### config.mk
export PLATFORM = sky130hd
export DESIGN_NAME = spl_link_startup
export DESIGN_NICKNAME = d
export VERILOG_FILES = /design/src/rtl/spl_pkg.sv /design/src/rtl/spl_link_startup.sv /design/src/rtl/spl_smi_slave.sv
export VERILOG_INCLUDE_DIRS = /design/src /design/src/rtl
export SDC_FILE = /design/constraint.sdc
export NUM_CORES = 1
export LEC_CHECK = 0
export ABC_CLOCK_PERIOD_IN_PS = 2900
export BUFFER_PORTS_ARGS = -buffer_cell sky130_fd_sc_hd__clkbuf_2
export CORE_MARGIN = 2
export CORE_UTILIZATION = 40
export CTS_CLUSTER_SIZE = 40
export DETAILED_ROUTE_END_ITERATION = 7
export PLACE_DENSITY = 0.67
export REMOVE_ABC_BUFFERS = 1
export SLEW_MARGIN = 20
export SYNTH_ARGS = -nofsm -noshare
export SYNTH_HDL_FRONTEND = slang
export SYNTH_SLANG_ARGS = --single-unit
### constraint.sdc
create_clock -name core_clk_in -period 2.9 [get_ports core_clk_in]
set_input_delay 0.145 -clock core_clk_in [delete_from_list [all_inputs] [get_ports core_clk_in]]
set_output_delay 0.145 -clock core_clk_in [all_outputs]
set_load 0.005 [all_outputs]
### src/rtl/spl_cfg.svh
/*
  Constants for the single-pair link startup block: management register
  offsets, field positions, reset values and timing figures.
  Assumes a 40 MHz core clock and a clause 22 style management port.
*/
`ifndef SPL_CFG_SVH
`define SPL_CFG_SVH

`define SPL_CLK_HZ 40_000_000
`define SPL_AUTO_EN_DELAY_MS 2
`define SPL_MINWAIT_CYCLES 4000
`define SPL_MAXWAIT_CYCLES 80000

`define SPL_REG_EXT_CTRL 5'h11
`define SPL_REG_COMM_STAT 5'h17

`define SPL_EXT_LINK_EN_BIT 15
`define SPL_EXT_MASTER_BIT 14
`define SPL_EXT_AUTONOMOUS_BIT 13

`define SPL_STAT_LINK_UP_BIT 15
`define SPL_STAT_LOC_OK_BIT 14
`define SPL_STAT_REM_OK_BIT 13
`define SPL_STAT_SCR_BIT 12
`define SPL_STAT_POL_BIT 11

`define SPL_RST_LINK_EN 1'b0
`define SPL_RST_MASTER 1'b0
`define SPL_RST_AUTONOMOUS 1'b1

`define SPL_PREAMBLE_ONES 6'h20
`define SPL_HDR_BITS 5'h0d
`define SPL_DATA_BITS 5'h10

`endif

### src/rtl/spl_pkg.sv
/*
  Types for the single-pair link startup block.
  Assumes spl_cfg.svh holds the numeric constants.
*/
package spl_pkg;
  typedef enum logic [3:0] {
    SPL_ST_DISABLE = 4'b0001,
    SPL_ST_TRAIN = 4'b0010,
    SPL_ST_SEND_IDLE = 4'b0100,
    SPL_ST_IDLE_DATA = 4'b1000
  } spl_state_e;

  typedef enum logic [1:0] {
    SPL_TX_SEND_Z = 2'b00,
    SPL_TX_SEND_I = 2'b01,
    SPL_TX_SEND_N = 2'b10
  } spl_tx_mode_e;

  typedef enum logic [3:0] {
    SPL_SMI_PRE = 4'b0001,
    SPL_SMI_HDR = 4'b0010,
    SPL_SMI_RD = 4'b0100,
    SPL_SMI_WR = 4'b1000
  } spl_smi_state_e;
endpackage

### src/rtl/spl_link_startup.sv
/*
  Link startup control of a single-pair 100 Mbit PHY: link enable gating,
  master/slave training sequence, link stability flags, link-up and
  training-failure events, slave polarity detection, management registers.
  Assumes receiver status, idle sync and polarity inputs come from PCS logic
  on core_clk_in; the management clock and data arrive from pins.
*/
`include "spl_cfg.svh"

module spl_link_startup #(
  parameter int unsigned AUTO_EN_CYCLES =
    `SPL_AUTO_EN_DELAY_MS * (`SPL_CLK_HZ / 1000),
  parameter int unsigned MINWAIT_CYCLES = `SPL_MINWAIT_CYCLES,
  parameter int unsigned MAXWAIT_CYCLES = `SPL_MAXWAIT_CYCLES
)
(
  // clock and reset
  input wire logic core_clk_in,
  input wire logic rst_n_in,
  // management pins
  input wire logic mdc_in,
  input wire logic mdio_in,
  output logic mdio_out,
  output logic mdio_oe_out,
  input wire logic [4:0] phy_addr_in,
  // power mode and receiver status
  input wire logic normal_mode_in,
  input wire logic rx_idle_sync_in,
  input wire logic loc_rcvr_ok_in,
  input wire logic rem_rcvr_ok_in,
  input wire logic descrambler_locked_in,
  input wire logic polarity_inverted_in,
  // link control
  output spl_pkg::spl_tx_mode_e tx_mode_out,
  output logic polarity_correct_out,
  output logic link_up_out,
  output logic link_up_event_out,
  output logic training_failure_event_out
);
  import spl_pkg::*;

  if (AUTO_EN_CYCLES < 1 || MINWAIT_CYCLES < 1 || MAXWAIT_CYCLES <= MINWAIT_CYCLES)
  begin : g_param_check
    $error("spl_link_startup: timer counts out of range");
  end

  logic mdc_meta_reg, mdc_sync_reg, mdc_prev_reg;
  logic mdio_meta_reg, mdio_sync_reg;
  logic [4:0] reg_addr;
  logic [15:0] wr_data;
  logic wr_stb;
  logic [15:0] rd_data;

  logic link_en_reg, master_reg, autonomous_reg;
  logic normal_prev_reg, auto_busy_reg, auto_set;
  logic [31:0] auto_cnt_reg;
  spl_state_e state_reg, state_next;
  logic [31:0] wait_cnt_reg;
  logic train_fail;
  logic loc_flag_reg, rem_flag_reg, scr_flag_reg;

  // register read word, reserved bits and unmapped addresses read zero
  function automatic logic [15:0] read_word(input logic [4:0] addr);
    logic [15:0] w;
    w = 16'h0000;
    if (addr == `SPL_REG_EXT_CTRL)
    begin
      w[`SPL_EXT_LINK_EN_BIT] = link_en_reg;
      w[`SPL_EXT_MASTER_BIT] = master_reg;
      w[`SPL_EXT_AUTONOMOUS_BIT] = autonomous_reg;
    end
    else if (addr == `SPL_REG_COMM_STAT)
    begin
      w[`SPL_STAT_LINK_UP_BIT] = link_up_out;
      w[`SPL_STAT_LOC_OK_BIT] = loc_flag_reg;
      w[`SPL_STAT_REM_OK_BIT] = rem_flag_reg;
      w[`SPL_STAT_SCR_BIT] = scr_flag_reg;
      w[`SPL_STAT_POL_BIT] = polarity_correct_out;
    end
    return w;
  endfunction

  always_ff @(posedge core_clk_in or negedge rst_n_in)
  begin
    if (!rst_n_in)
    begin
      mdc_meta_reg <= 1'b0;
      mdc_sync_reg <= 1'b0;
      mdc_prev_reg <= 1'b0;
      mdio_meta_reg <= 1'b1;
      mdio_sync_reg <= 1'b1;
    end
    else
    begin
      mdc_meta_reg <= mdc_in;
      mdc_sync_reg <= mdc_meta_reg;
      mdc_prev_reg <= mdc_sync_reg;
      mdio_meta_reg <= mdio_in;
      mdio_sync_reg <= mdio_meta_reg;
    end
  end

  // a process, not an assign: the word must follow the flags, not only the address
  always_comb
  begin
    rd_data = read_word(reg_addr);
  end

  spl_smi_slave u_smi (
    .core_clk_in(core_clk_in),
    .rst_n_in(rst_n_in),
    .mdc_rise_in(mdc_sync_reg && !mdc_prev_reg),
    .mdio_bit_in(mdio_sync_reg),
    .phy_addr_in(phy_addr_in),
    .mdio_out(mdio_out),
    .mdio_oe_out(mdio_oe_out),
    .rd_data_in(rd_data),
    .reg_addr_out(reg_addr),
    .wr_data_out(wr_data),
    .wr_stb_out(wr_stb)
  );

  // delay from entering normal mode to the autonomous link enable
  always_ff @(posedge core_clk_in or negedge rst_n_in)
  begin
    if (!rst_n_in)
    begin
      normal_prev_reg <= 1'b0;
      auto_busy_reg <= 1'b0;
      auto_cnt_reg <= 32'h0000_0000;
    end
    else
    begin
      normal_prev_reg <= normal_mode_in;
      if (!normal_mode_in)
      begin
        auto_busy_reg <= 1'b0;
        auto_cnt_reg <= 32'h0000_0000;
      end
      else if (!normal_prev_reg)
      begin
        auto_busy_reg <= 1'b1;
        auto_cnt_reg <= 32'h0000_0000;
      end
      else if (auto_busy_reg)
      begin
        auto_cnt_reg <= auto_cnt_reg + 32'h0000_0001;
        if (auto_cnt_reg == AUTO_EN_CYCLES - 1)
        begin
          auto_busy_reg <= 1'b0;
        end
      end
    end
  end

  assign auto_set = auto_busy_reg && auto_cnt_reg == AUTO_EN_CYCLES - 1 && autonomous_reg;

  always_ff @(posedge core_clk_in or negedge rst_n_in)
  begin
    if (!rst_n_in)
    begin
      link_en_reg <= `SPL_RST_LINK_EN;
      master_reg <= `SPL_RST_MASTER;
      autonomous_reg <= `SPL_RST_AUTONOMOUS;
    end
    else
    begin
      if (wr_stb && reg_addr == `SPL_REG_EXT_CTRL)
      begin
        link_en_reg <= wr_data[`SPL_EXT_LINK_EN_BIT];
        master_reg <= wr_data[`SPL_EXT_MASTER_BIT];
        autonomous_reg <= wr_data[`SPL_EXT_AUTONOMOUS_BIT];
      end
      // the autonomous set wins over a clearing write in the same cycle
      if (auto_set)
      begin
        link_en_reg <= 1'b1;
      end
    end
  end

  // role only steers the startup sequence; data path is duplex either way
  always_comb
  begin
    state_next = state_reg;
    train_fail = 1'b0;
    case (state_reg)
      SPL_ST_DISABLE:
      begin
        if (link_en_reg && (master_reg || rx_idle_sync_in))
        begin
          state_next = SPL_ST_TRAIN;
        end
      end
      SPL_ST_TRAIN:
      begin
        if (wait_cnt_reg == MAXWAIT_CYCLES - 1)
        begin
          train_fail = 1'b1;
          state_next = SPL_ST_DISABLE;
        end
        else if (master_reg && loc_rcvr_ok_in && rem_rcvr_ok_in)
        begin
          state_next = SPL_ST_IDLE_DATA;
        end
        // the count already holds one in the entry cycle
        else if (!master_reg && wait_cnt_reg >= MINWAIT_CYCLES)
        begin
          state_next = SPL_ST_SEND_IDLE;
        end
      end
      SPL_ST_SEND_IDLE:
      begin
        if (wait_cnt_reg == MAXWAIT_CYCLES - 1)
        begin
          train_fail = 1'b1;
          state_next = SPL_ST_DISABLE;
        end
        else if (rem_rcvr_ok_in)
        begin
          state_next = SPL_ST_IDLE_DATA;
        end
      end
      SPL_ST_IDLE_DATA:
      begin
        if (!loc_rcvr_ok_in)
        begin
          state_next = SPL_ST_DISABLE;
        end
      end
      default:
      begin
        state_next = SPL_ST_DISABLE;
      end
    endcase
    if (!link_en_reg)
    begin
      state_next = SPL_ST_DISABLE;
      train_fail = 1'b0;
    end
  end

  always_ff @(posedge core_clk_in or negedge rst_n_in)
  begin
    if (!rst_n_in)
    begin
      state_reg <= SPL_ST_DISABLE;
      wait_cnt_reg <= 32'h0000_0000;
      tx_mode_out <= SPL_TX_SEND_Z;
      training_failure_event_out <= 1'b0;
    end
    else
    begin
      state_reg <= state_next;
      training_failure_event_out <= train_fail;
      if (state_next == SPL_ST_DISABLE || state_next == SPL_ST_IDLE_DATA)
      begin
        wait_cnt_reg <= 32'h0000_0000;
      end
      else
      begin
        wait_cnt_reg <= wait_cnt_reg + 32'h0000_0001;
      end
      case (state_next)
        SPL_ST_TRAIN: tx_mode_out <= SPL_TX_SEND_I;
        SPL_ST_SEND_IDLE: tx_mode_out <= SPL_TX_SEND_I;
        SPL_ST_IDLE_DATA: tx_mode_out <= SPL_TX_SEND_N;
        default: tx_mode_out <= SPL_TX_SEND_Z;
      endcase
    end
  end

  // flags follow the receivers only while data may flow
  always_ff @(posedge core_clk_in or negedge rst_n_in)
  begin
    if (!rst_n_in)
    begin
      loc_flag_reg <= 1'b0;
      rem_flag_reg <= 1'b0;
      scr_flag_reg <= 1'b0;
      link_up_out <= 1'b0;
      link_up_event_out <= 1'b0;
    end
    else
    begin
      loc_flag_reg <= state_next == SPL_ST_IDLE_DATA && loc_rcvr_ok_in;
      rem_flag_reg <= state_next == SPL_ST_IDLE_DATA && rem_rcvr_ok_in;
      scr_flag_reg <= state_next == SPL_ST_IDLE_DATA && descrambler_locked_in;
      link_up_out <= state_next == SPL_ST_IDLE_DATA;
      link_up_event_out <= state_next == SPL_ST_IDLE_DATA && !link_up_out;
    end
  end

  always_ff @(posedge core_clk_in or negedge rst_n_in)
  begin
    if (!rst_n_in)
    begin
      polarity_correct_out <= 1'b0;
    end
    else if (!master_reg && polarity_inverted_in &&
             (state_reg == SPL_ST_TRAIN || state_reg == SPL_ST_SEND_IDLE))
    begin
      polarity_correct_out <= 1'b1;
    end
    else if (!link_en_reg || master_reg)
    begin
      polarity_correct_out <= 1'b0;
    end
  end
endmodule

### src/rtl/spl_smi_slave.sv
/*
  Serial management frame slave: preamble, start, opcode, device and
  register address, turnaround and 16 data bits, MSB first.
  Assumes mdc_rise_in is a one-cycle pulse per synchronised rising edge of
  the management clock and mdio_bit_in the synchronised data level.
*/
`include "spl_cfg.svh"

module spl_smi_slave
(
  // clock and reset
  input wire logic core_clk_in,
  input wire logic rst_n_in,
  // serial side
  input wire logic mdc_rise_in,
  input wire logic mdio_bit_in,
  input wire logic [4:0] phy_addr_in,
  output logic mdio_out,
  output logic mdio_oe_out,
  // register side
  input wire logic [15:0] rd_data_in,
  output logic [4:0] reg_addr_out,
  output logic [15:0] wr_data_out,
  output logic wr_stb_out
);
  import spl_pkg::*;

  spl_smi_state_e state_reg;
  logic [5:0] ones_reg;
  logic [4:0] cnt_reg;
  logic [11:0] hdr_reg;
  logic [15:0] shift_reg;
  logic [12:0] hdr_full;

  assign hdr_full = {hdr_reg, mdio_bit_in};

  always_ff @(posedge core_clk_in or negedge rst_n_in)
  begin
    if (!rst_n_in)
    begin
      state_reg <= SPL_SMI_PRE;
      ones_reg <= 6'h00;
      cnt_reg <= 5'h00;
      hdr_reg <= 12'h000;
      shift_reg <= 16'h0000;
      reg_addr_out <= 5'h00;
      wr_data_out <= 16'h0000;
      wr_stb_out <= 1'b0;
      mdio_out <= 1'b1;
      mdio_oe_out <= 1'b0;
    end
    else
    begin
      wr_stb_out <= 1'b0;
      if (mdc_rise_in)
      begin
        case (state_reg)
          SPL_SMI_PRE:
          begin
            cnt_reg <= 5'h00;
            if (mdio_bit_in)
            begin
              if (ones_reg != `SPL_PREAMBLE_ONES)
              begin
                ones_reg <= ones_reg + 6'h01;
              end
            end
            else
            begin
              ones_reg <= 6'h00;
              if (ones_reg == `SPL_PREAMBLE_ONES)
              begin
                state_reg <= SPL_SMI_HDR;
              end
            end
          end
          SPL_SMI_HDR:
          begin
            hdr_reg <= hdr_full[11:0];
            cnt_reg <= cnt_reg + 5'h01;
            if (cnt_reg == `SPL_HDR_BITS - 5'h01)
            begin
              cnt_reg <= 5'h00;
              reg_addr_out <= hdr_full[4:0];
              // a frame for another device is skipped until the next preamble
              if (hdr_full[12] && hdr_full[9:5] == phy_addr_in && hdr_full[11:10] == 2'b10)
              begin
                state_reg <= SPL_SMI_RD;
              end
              else if (hdr_full[12] && hdr_full[9:5] == phy_addr_in &&
                       hdr_full[11:10] == 2'b01)
              begin
                state_reg <= SPL_SMI_WR;
              end
              else
              begin
                state_reg <= SPL_SMI_PRE;
              end
            end
          end
          SPL_SMI_RD:
          begin
            cnt_reg <= cnt_reg + 5'h01;
            if (cnt_reg == 5'h00)
            begin
              // first turnaround bit seen: drive the zero, latch the word
              mdio_oe_out <= 1'b1;
              mdio_out <= 1'b0;
              shift_reg <= rd_data_in;
            end
            else if (cnt_reg <= `SPL_DATA_BITS)
            begin
              mdio_out <= shift_reg[15];
              shift_reg <= {shift_reg[14:0], 1'b0};
            end
            else
            begin
              mdio_oe_out <= 1'b0;
              mdio_out <= 1'b1;
              state_reg <= SPL_SMI_PRE;
            end
          end
          SPL_SMI_WR:
          begin
            cnt_reg <= cnt_reg + 5'h01;
            if (cnt_reg >= 5'h02)
            begin
              wr_data_out <= {wr_data_out[14:0], mdio_bit_in};
            end
            if (cnt_reg == `SPL_DATA_BITS + 5'h01)
            begin
              wr_stb_out <= 1'b1;
              state_reg <= SPL_SMI_PRE;
            end
          end
          default:
          begin
            state_reg <= SPL_SMI_PRE;
          end
        endcase
      end
    end
  end
endmodule

Word level (Yosys, flattened, before mapping). Cells that the tools add are included.

Add/sub/neg operators: 4. $mul: 0. Divide/modulo/power cells: 0. $lt $le $gt $ge: 3. Equal/unequal tests: 32. Shifts and indexed selects: 0. Multiplexer cells: 50. Bitwise logic cells: 0. Reductions and logical operators: 42.

Operators with widths (number): two-way mux 32 bit (4); adder 32 x 1 -> 32 bit (second input constant) (2); equality test 32 x 17 -> 1 bit (second input constant) (2); two-way mux 4 bit (16); greater-or-equal comparator 32 x 12 -> 1 bit (second input constant) (1); two-way mux 16 bit (2); one-hot mux 4 bit (4 select lines) (2); two-way mux 1 bit (18); logical AND 1 bit (17); equality test 5 bit (second input constant) (3); one-hot mux 5 bit (3 select lines) (1); AND reduction 3 bit (5); equality test 4 x 1 -> 1 bit (second input constant) (3); equality test 4 x 2 -> 1 bit (second input constant) (3); equality test 4 x 3 -> 1 bit (second input constant) (3); equality test 4 bit (second input constant) (3); two-way mux 6 bit (2); two-way mux 5 bit (2); inequality test 2 x 1 -> 1 bit (second input constant) (5); AND reduction 7 bit (1); adder 6 x 1 -> 6 bit (second input constant) (1); equality test 6 bit (second input constant) (1); inequality test 2 bit (second input constant) (3); inequality test 6 bit (second input constant) (1); other kinds (18) (30).

Bits in registers: 154. Latch bits: 0. Bits in writable memories: 0. Memory bits (read-only): 0. Input port bits: 15. Output and inout bits: 8. Word-level logic and storage cells: 162. Memories kept: 0.

Longest topological paths before layout. Gate-level depths: netlist (run 1).

Word-level depth: 10. Gate-level depth with buffers: 7. Depth with buffers taken out: 7.

Hierarchy. Synthesis (run 1) repeated with hierarchy kept, for this count alone.

Cell total of the unflattened synthesis: 730. Area total of the unflattened synthesis: 7439.6 µm².

By module, submodules not included: spl_link_startup (times used 1, cells each 449, area an instance 4274.1 µm², seq. area each 2182.1 µm²); spl_smi_slave (times used 1, cells each 281, area an instance 3165.5 µm², seq. area each 1679.1 µm²).

Worst setup path after synthesis (run 1). Ideal clock, no wire load.

Path kind: reg-to-reg. Start: register wait_cnt_reg[8]. End: register wait_cnt_reg[1]. Setup time: 117 ps. Data arrival time: 1997 ps. Required time: 2783 ps. Slack: 787 ps. Stages on the path, launching flop included: 8. Buffers on the path: 1. Clock period less this slack: 2113 ps. Cells stage by stage: dfrtp_1 -> buf_6 -> or4b_1 -> or3_4 -> nor4_4 -> o31a_4 -> inv_2 -> and2_4.

Word-level cells in the longest chain between the ends: 10. Elaborated cells on any way between the ends: 13. Classes of those cells: order compare: 1; eq/ne: 3; mux: 7; reduce/logical: 2.

RTL lines: start: declaration (RTL line spl_link_startup.sv:58) `logic [31:0] wait_cnt_reg;`; start signal: assignment (RTL line spl_link_startup.sv:262) `wait_cnt_reg <= wait_cnt_reg + 32'h0000_0001;`; greater-or-equal comparator 32 x 12 -> 1 bit (RTL line spl_link_startup.sv:207) `else if (!master_reg && wait_cnt_reg >= MINWAIT_CYCLES)`; logical AND 1 bit (RTL line spl_link_startup.sv:207); two-way mux 4 bit (RTL line spl_link_startup.sv:207); two-way mux 4 bit (RTL line spl_link_startup.sv:202) `else if (master_reg && loc_rcvr_ok_in && rem_rcvr_ok_in)`; two-way mux 4 bit (RTL line spl_link_startup.sv:197) `if (wait_cnt_reg == MAXWAIT_CYCLES - 1)`; one-hot mux 4 bit (4 select lines) * (RTL line spl_link_startup.sv:187) `case (state_reg)`; two-way mux 4 bit * (RTL line spl_link_startup.sv:236) `if (!link_en_reg)`; equality test 4 x 1 -> 1 bit / equality test 4 bit (equally long branches) (RTL line spl_link_startup.sv:256) `if (state_next == SPL_ST_DISABLE || state_next == SPL_ST_IDLE_DATA)`; logical OR 1 bit * (RTL line spl_link_startup.sv:256); two-way mux 32 bit * (RTL line spl_link_startup.sv:256).

Every way passes the cells marked *; elsewhere a longest branch is shown, timed or not. A chain may end at the register's enable or synchronous reset.

Worst setup path after layout (run 1). Ends and elaborated chain as after synthesis.

==> key figures, run 1 <==
Outcome
  – Status: completed

Routing
  – DR iter-0 viols: 189
  – DRT Pass-1 Iters: 4
  – DRC Markers: 0
  – Post-route ant nets: 0
  – Vias post-DR: 4841
  – Via/cell ratio: 5.13
  – DR WL/cell: 13.9 microns
  – Routed wire length: 13.1 mm

STA
  – TNS Setup: 0 ps
  – Fin. max-slew vios: 0
  – Final Hold Vio Count: 0
  – Fmax achieved: 446 MHz
  – Max_slew headroom: 42.7%
  – Tmin final: 2240 ps
  – Unrepaired setup endpoints after global routing: no
  – Clock Skews: 9.12 ps
  – # setup viols final: 0
  – Slew of the pin with the lowest slew margin: 846 ps
  – Period utilisation layout: 77.3%

Synth
  – Mapped Area: 6940 sq um
  – Synth Warn #: 0
  – Top cell type by total area after synthesis: dfrtp_1
  – Ranking of synthesized cells by area: dfrtp_1, mux2_2, nor2_1
  – Yosys reg bits: 143
  – Synthesized instance count: 672
  – Unique masters post-synth: 55
  – Post-synth EDFFs: 0
  – Synth Flop Type: dfrtp_1
  – Async S/R FF share, synth: 100%
  – Post-synthesis sequential area ratio: 51.7%
  – Top cell type's share of synthesized area: 49.4%
  – Mean Syn Cell Area: 10.3 sq um

CTS
  – Skew-Pair Late Insertion Delay: 420 ps
  – Cts repair resizes: 0
  – Clk slew on worst S/H paths: 60 ps
  – Hold-fix buffers, CTS: 6
  – CTS tree: done
  – CTS Sinks: 143
  – H-tree Lvls: 4
  – Clk root buf: clkbuf_16
  – Setup Buffers After CTS: 0
  – CTS buffer count: 17
  – CTS Buffer Depth: 2

Final layout
  – # nets final: 730
  – Layout filler cell count: 1614
  – Fraction of layout instances using a drive strength above 1: 16.0%
  – Antenna Cells: 0
  – Area delta synth->final: 13.6%

Setup path
  – Kind of critical path: reg -> reg
  – Data arrival, critical path: 2560 ps
  – Worst reg2reg path startpoint: wait_cnt_reg[8]
  – Crit path to: wait_cnt_reg[1]
  – R2R depth: 6
  – Critical Path Start Type: flip-flop
  – Worst-path maximum fanout: 31
  – Critical Path Source: wait_cnt_reg[8]
  – Reg2Reg Capture Point: wait_cnt_reg[1]
  – Critical path endpoint category: flip-flop
  – R2R Setup Slk: 660 ps
  – CP Data Required Time: 3220 ps

Die
  – Initial Util: 40.5%
  – Die Span X: 136 microns
  – Vert. Die Dim: 136 microns
  – Die ar.: 18400 sq um
  – Core ar.: 17100 sq um
  – IO Pins: 23
  – Floorplan row count: 48

Placed design
  – Port bufs: 22
  – GPL Wtd Cong: 0.834
  – HPWL after DPL: 8.80 mm

GRT
  – Antenna violations before repair: 0
  – Largest net degree at the start of global routing: 92
  – Vias in the first global route: 4936
  – Total track usage: 15.7%
  – Total gr overflow: 0
  – First-pass GRT wire length: 23.1 mm

Power
  – Leak: 0.00332 uW
  – VDD IR max: 0.420 mV
  – Pwr Total: 4470 uW
  – PwrDens: 567 nW/um^2

Worst hold path
  – Hold Crit Class: in -> reg

Job
  – # Max-Cap Violations: 0
through the flow:
step | util (%) | hold WS (ps) | setup WS, ps | instances | cell area [sq um]
6_report | 46.0 | 34.1 | 657 | 944 | 7880
5_1_grt | 46.0 | 37.5 | 532 | 944 | 7880
4_1_cts | 46.0 | 9.91 | 656 | 944 | 7880
3_5_place_dp | 42.6 | 237 | 662 | 906 | 7300
3_3_place_gp | 42.6 | 242 | 685 | 906 | 7300
2_1_floorplan | - | -151 | 685 | 650 | 6820
cell usage in the layout (no fill, tap or decap), types with 5 or more instances in the layout:
cell type      Yosys  layout
dfrtp_1          137     137
xor2_1            31      31
nor2_1           101     101
ha_1               9       9
nand4_1           25      25
clkbuf_16          0      17
and3_1            13      13
clkbuf_2           0      21
nor3_1            18      18
inv_1             16      16
nand2b_1           7       7
dlygate4sd3_1      0       6
mux2_2            37      37
or4_1              6       6
nand2_1           51      51
nor4b_1            5       5
nand3_1           32      32
and4_1             5       5
nor3b_1            6       6
dfstp_2            6       6
xnor2_1           41      41
o21ai_0           28      28
buf_4              0       8
clkinv_2           0       6
nor4_1            16      16
routing by layer:
layer / vias to the layer above / global-route usage, % / wire length, microns
li1: 2417 / - / -
met3: 16 / 4.23 / 376
met5: - / 0 / 0
met2: 41 / 25.1 / 6170
met4: 0 / 5.67 / 144
met1: 2367 / 20.6 / 6400
cell usage after synthesis, types with 4 or more instances:
master	instances
mux2_2	37
and4_1	5
or2_2	4
a21oi_1	4
and3_1	13
nor3b_1	6
ha_1	9
nand4_1	25
clkbuf_1	15
nor2b_1	4
dfrtp_1	137
nor4_1	16
nor4b_1	5
nand3b_1	4
nand2b_1	7
o21ai_0	28
or4_1	6
nor3_1	18
inv_1	16
buf_6	4
o31ai_1	4
nor2_1	101
xnor2_1	41
nand3_1	32
dfstp_2	6
xor2_1	31
nand2_1	51
power by group:
part / leakage (uW) / internal, uW / switching (uW) / total, uW
logic: 0.00111 / 168 / 219 / 387
clock network: 0.000249 / 1110 / 819 / 1920
registers: 0.00196 / 2070 / 82.0 / 2150
logic make-up after synthesis:
group	count (synthesis)	synth area share (%)
DFF	143	51.7
adders and majority gates	9	1.62
and+or+nand+nor	310	22.9
AOI/OAI and AO/OA	59	5.68
buffers and inverters	39	2.60
muxes	40	6.44
xor gates and xnor gates	72	9.09
how the worst min path moves through the flow:
stage	from	to	slack, ps	cells after the start
after floorplan	rst_n_in	auto_busy_reg	-150	0
after global placement	mdio_in	mdio_meta_reg	240	1
after detailed placement	mdio_in	mdio_meta_reg	240	1
after CTS	polarity_inverted_in	polarity_correct_out	10	3
after global routing	polarity_inverted_in	polarity_correct_out	40	3
final	polarity_inverted_in	polarity_correct_out	30	3
final cells by class:
cell class,count,area [sq um],share of cell area (%)
clock buffer,21,450,5.72
multi-input combinational,490,3170,40.2
clock inverter,11,68.8,0.874
timing repair buffer,37,256,3.26
inverter,17,63.8,0.810
tap,225,282,3.57
sequential,143,3590,45.5
worst max-delay path, cell delays in order, from the launching register on:
cell     delay (ps)
dfrtp_1         450
or4b_1          530
or3_4           350
nor4_4          180
o31a_4          400
inv_2            70
and2_4          160
No activity file was read; power rests on OpenSTA's default activity.
==> run 2, diff against run 1 <==
Settings changed: ABC_CLOCK_PERIOD_IN_PS 2900 to 2280.
Clock period 2.9 ns to 2.28 ns, I/O delays scaled along.
==> run 2 against run 1 <==
  * Final area increased by 3.3%
  * Final cell count is 2.1% higher
  * Total power rose by 36%
  * Register-to-register slack got worse by 430 ps
  * Flip-flop and latch count is the same
  * Clock skew decreased by 0.75 ps
  * Utilization grew 1.5 points
  * Critical endpoint is now u_smi.cnt_reg[4]
  * Highest routed layer unchanged
==> key figures, run 2 (same netlist as run 1, synthesis figures left out) <==
STA
  – Tmin final: 2060 ps (was 2240 ps)
  – Period utilisation layout: 90.2% (was 77.3%)
  – # setup viols final: 0 (unchanged)
  – Clock Skews: 8.37 ps (was 9.12 ps)
  – Final Hold Vio Count: 0 (unchanged)
  – Slew of the pin with the lowest slew margin: 639 ps (was 846 ps)
  – Unrepaired setup endpoints after global routing: no (unchanged)
  – Hold_ws: 18.7 ps (was 34.1 ps)
  – Max_slew headroom: 57.4% (was 42.7%)
  – Fin. max-slew vios: 0 (unchanged)
  – Fmax achieved: 486 MHz (was 446 MHz)
  – TNS Setup: 0 ps (unchanged)

Placed design
  – Port bufs: 22 (unchanged)
  – Placement Cell Area: 7470 sq um (was 7300 sq um)
  – GPL Wtd Cong: 0.838 (was 0.834)
  – HPWL after DPL: 8.82 mm (was 8.80 mm)

Worst hold path
  – Hold Path Depth: 2 (was 3)
  – Hold endpoint: loc_flag_reg (was polarity_correct_out)
  – Hold Crit Class: in -> reg (unchanged)
  – Worst min-delay path startpoint: loc_rcvr_ok_in (was polarity_inverted_in)

CTS
  – CTS tree: done (unchanged)
  – CTS Buffer Depth: 2 (unchanged)
  – CTS buffer count: 17 (unchanged)
  – Clk slew on worst S/H paths: 70 ps (was 60 ps)
  – Setup Buffers After CTS: 0 (unchanged)
  – Skew-Pair Late Insertion Delay: 420 ps (about the same)
  – CTS Sinks: 143 (unchanged)
  – H-tree Lvls: 4 (unchanged)
  – Clk root buf: clkbuf_16 (unchanged)
  – Cts repair resizes: 0 (unchanged)

Routing
  – DR iter-0 viols: 254 (was 189)
  – DRC Markers: 0 (unchanged)
  – DR WL/cell: 13.5 microns (was 13.9 microns)
  – Vias post-DR: 4901 (was 4841)
  – Routed wire length: 13.1 mm (about the same)
  – Post-route ant nets: 0 (unchanged)
  – Via/cell ratio: 5.08 (was 5.13)
  – DRT Pass-1 Iters: 4 (unchanged)

Power
  – VDD IR max: 0.523 mV (was 0.420 mV)
  – Pwr Total: 6090 uW (was 4470 uW)
  – Reg power frac: 44.9% (was 48.2%)
  – Switching portion of total power: 25.7% (was 25.1%)
  – PwrDens: 748 nW/um^2 (was 567 nW/um^2)
  – Combinational fraction of design power: 8.7% (about the same)
  – Clock network fraction of total power: 46.3% (was 43.1%)
  – Pint: 4520 uW (was 3350 uW)
  – Leak: 0.00347 uW (was 0.00332 uW)
  – P_sw: 1560 uW (was 1120 uW)

Final layout
  – Most common cell after layout, fill and taps aside: dfrtp_1 (unchanged)
  – Fin area: 8140 sq um (was 7880 sq um)
  – Layout filler cell count: 1583 (was 1614)
  – # nets final: 750 (was 730)
  – Fraction of layout instances using a drive strength above 1: 18.5% (was 16.0%)
  – Area delta synth->final: 17.3% (was 13.6%)
  – Most frequent cells in the layout: dfrtp_1, nor2_1, nand2_1 (unchanged)
  – Antenna Cells: 0 (unchanged)

Die
  – IO Pins: 23 (unchanged)
  – Floorplan row count: 48 (unchanged)
  – Vert. Die Dim: 136 microns (unchanged)
  – Die Span X: 136 microns (unchanged)
  – Initial Util: 40.5% (unchanged)
  – Core ar.: 17100 sq um (unchanged)
  – Die ar.: 18400 sq um (unchanged)

GRT
  – Antenna violations before repair: 0 (unchanged)
  – First-pass GRT wire length: 23.2 mm (was 23.1 mm)
  – Largest net degree at the start of global routing: 70 (was 92)
  – Vias in the first global route: 4862 (was 4936)
  – Total track usage: 15.6% (was 15.7%)
  – Total gr overflow: 0 (unchanged)

Setup path
  – R2R depth: 7 (was 6)
  – Critical path endpoint category: flip-flop (unchanged)
  – Max stage delay on crit path: 580 ps (was 530 ps)
  – Worst reg2reg path startpoint: u_smi.cnt_reg[0] (was wait_cnt_reg[8])
  – Reg2Reg Capture Point: u_smi.cnt_reg[4] (was wait_cnt_reg[1])
  – Kind of critical path: reg -> reg (unchanged)
  – Worst-path maximum fanout: 7 (was 31)
  – Buf/Inv on CP: 1 (unchanged)
  – Worst path slowest cell: a211oi_1 (was or4b_1)
  – Worst path cell trace: inv_1 -> ha_1 -> nand4b_1 -> a211oi_1 -> nor2b_1 -> o21ai_0 -> o31ai_1 (was or4b_1 -> or3_4 -> nor4_4 -> o31a_4 -> inv_2 -> and2_4)
  – Data arrival, critical path: 2350 ps (was 2560 ps)
  – Critical Path Start Type: flip-flop (unchanged)
  – CP top delay family: compound AO/OA/AOI/OAI gates (was simple AND/OR/NAND/NOR gates)
  – R2R Setup Slk: 220 ps (was 660 ps)
  – CP Data Required Time: 2570 ps (was 3220 ps)

Outcome
  – Status: completed (unchanged)

Job
  – # Max-Cap Violations: 0 (unchanged)
## run 2: cell count changes in the layout (fill, tap and decap cells not counted), sizes merged
cell,change
clkbuf,-4
bufinv,+2
inv,+6
clkinvlp,-1
buf,+19
clkinv,-3
dlygate4sd3,+1
## run 2: area by class of cell
cell class	instances	area [sq um]	share of cell area (%)
sequential	143	3590	44.1
multi-input combinational	490	3170	39.0
timing repair buffer	57	434	5.34
clock buffer	17	425	5.23
tap	225	282	3.46
clock inverter	15	176	2.17
inverter	17	63.8	0.784
## run 2: power by group through the flow
stage                     sequential, uW  combinational, uW  clock, uW
after floorplan                     2760                322          0
after global placement              2780                519          0
after detailed placement            2770                523          0
after CTS                           2730                537       2900
after global routing                2750                607       3000
final                               2730                532       2820
## run 2: metrics by stage
step / setup slack (ps) / instances / utilization, %
after floorplan: 65.4 / 650 / -
after CTS: 201 / 964 / 47.5
after global placement: 256 / 925 / 43.6
after detailed placement: 219 / 925 / 43.6
after global routing: 14.3 / 964 / 47.5
final: 223 / 964 / 47.5
## run 2: worst max-delay path by stage
stage                           startpoint               end  slack (ps)  cells after the start
after floorplan            wait_cnt_reg[8]   wait_cnt_reg[1]          70                      6
after global placement     wait_cnt_reg[8]      rem_flag_reg         260                      6
after detailed placement   wait_cnt_reg[8]  wait_cnt_reg[28]         220                      6
after CTS                  wait_cnt_reg[8]  wait_cnt_reg[24]         200                      6
after global routing      u_smi.cnt_reg[0]  u_smi.cnt_reg[3]          10                      7
final                     u_smi.cnt_reg[0]  u_smi.cnt_reg[4]         220                      7
## run 2: what timing repair did
item | 4_1_cts | 5_1_grt
hold buffers | 7 | 0
hold endpoints to repair | 68 | 0
endpoints found under the setup margin | 0 | 0
## run 2: routing by layer
layer | part of all wire, % | GRT usage [%] | up-vias
met3 | 2.7 | 3.74 | 14
met5 | 0 | 0 | -
met1 | 50 | 21.2 | 2374
li1 | - | - | 2460
met4 | 1.2 | 4.86 | 0
met2 | 47 | 24.9 | 53
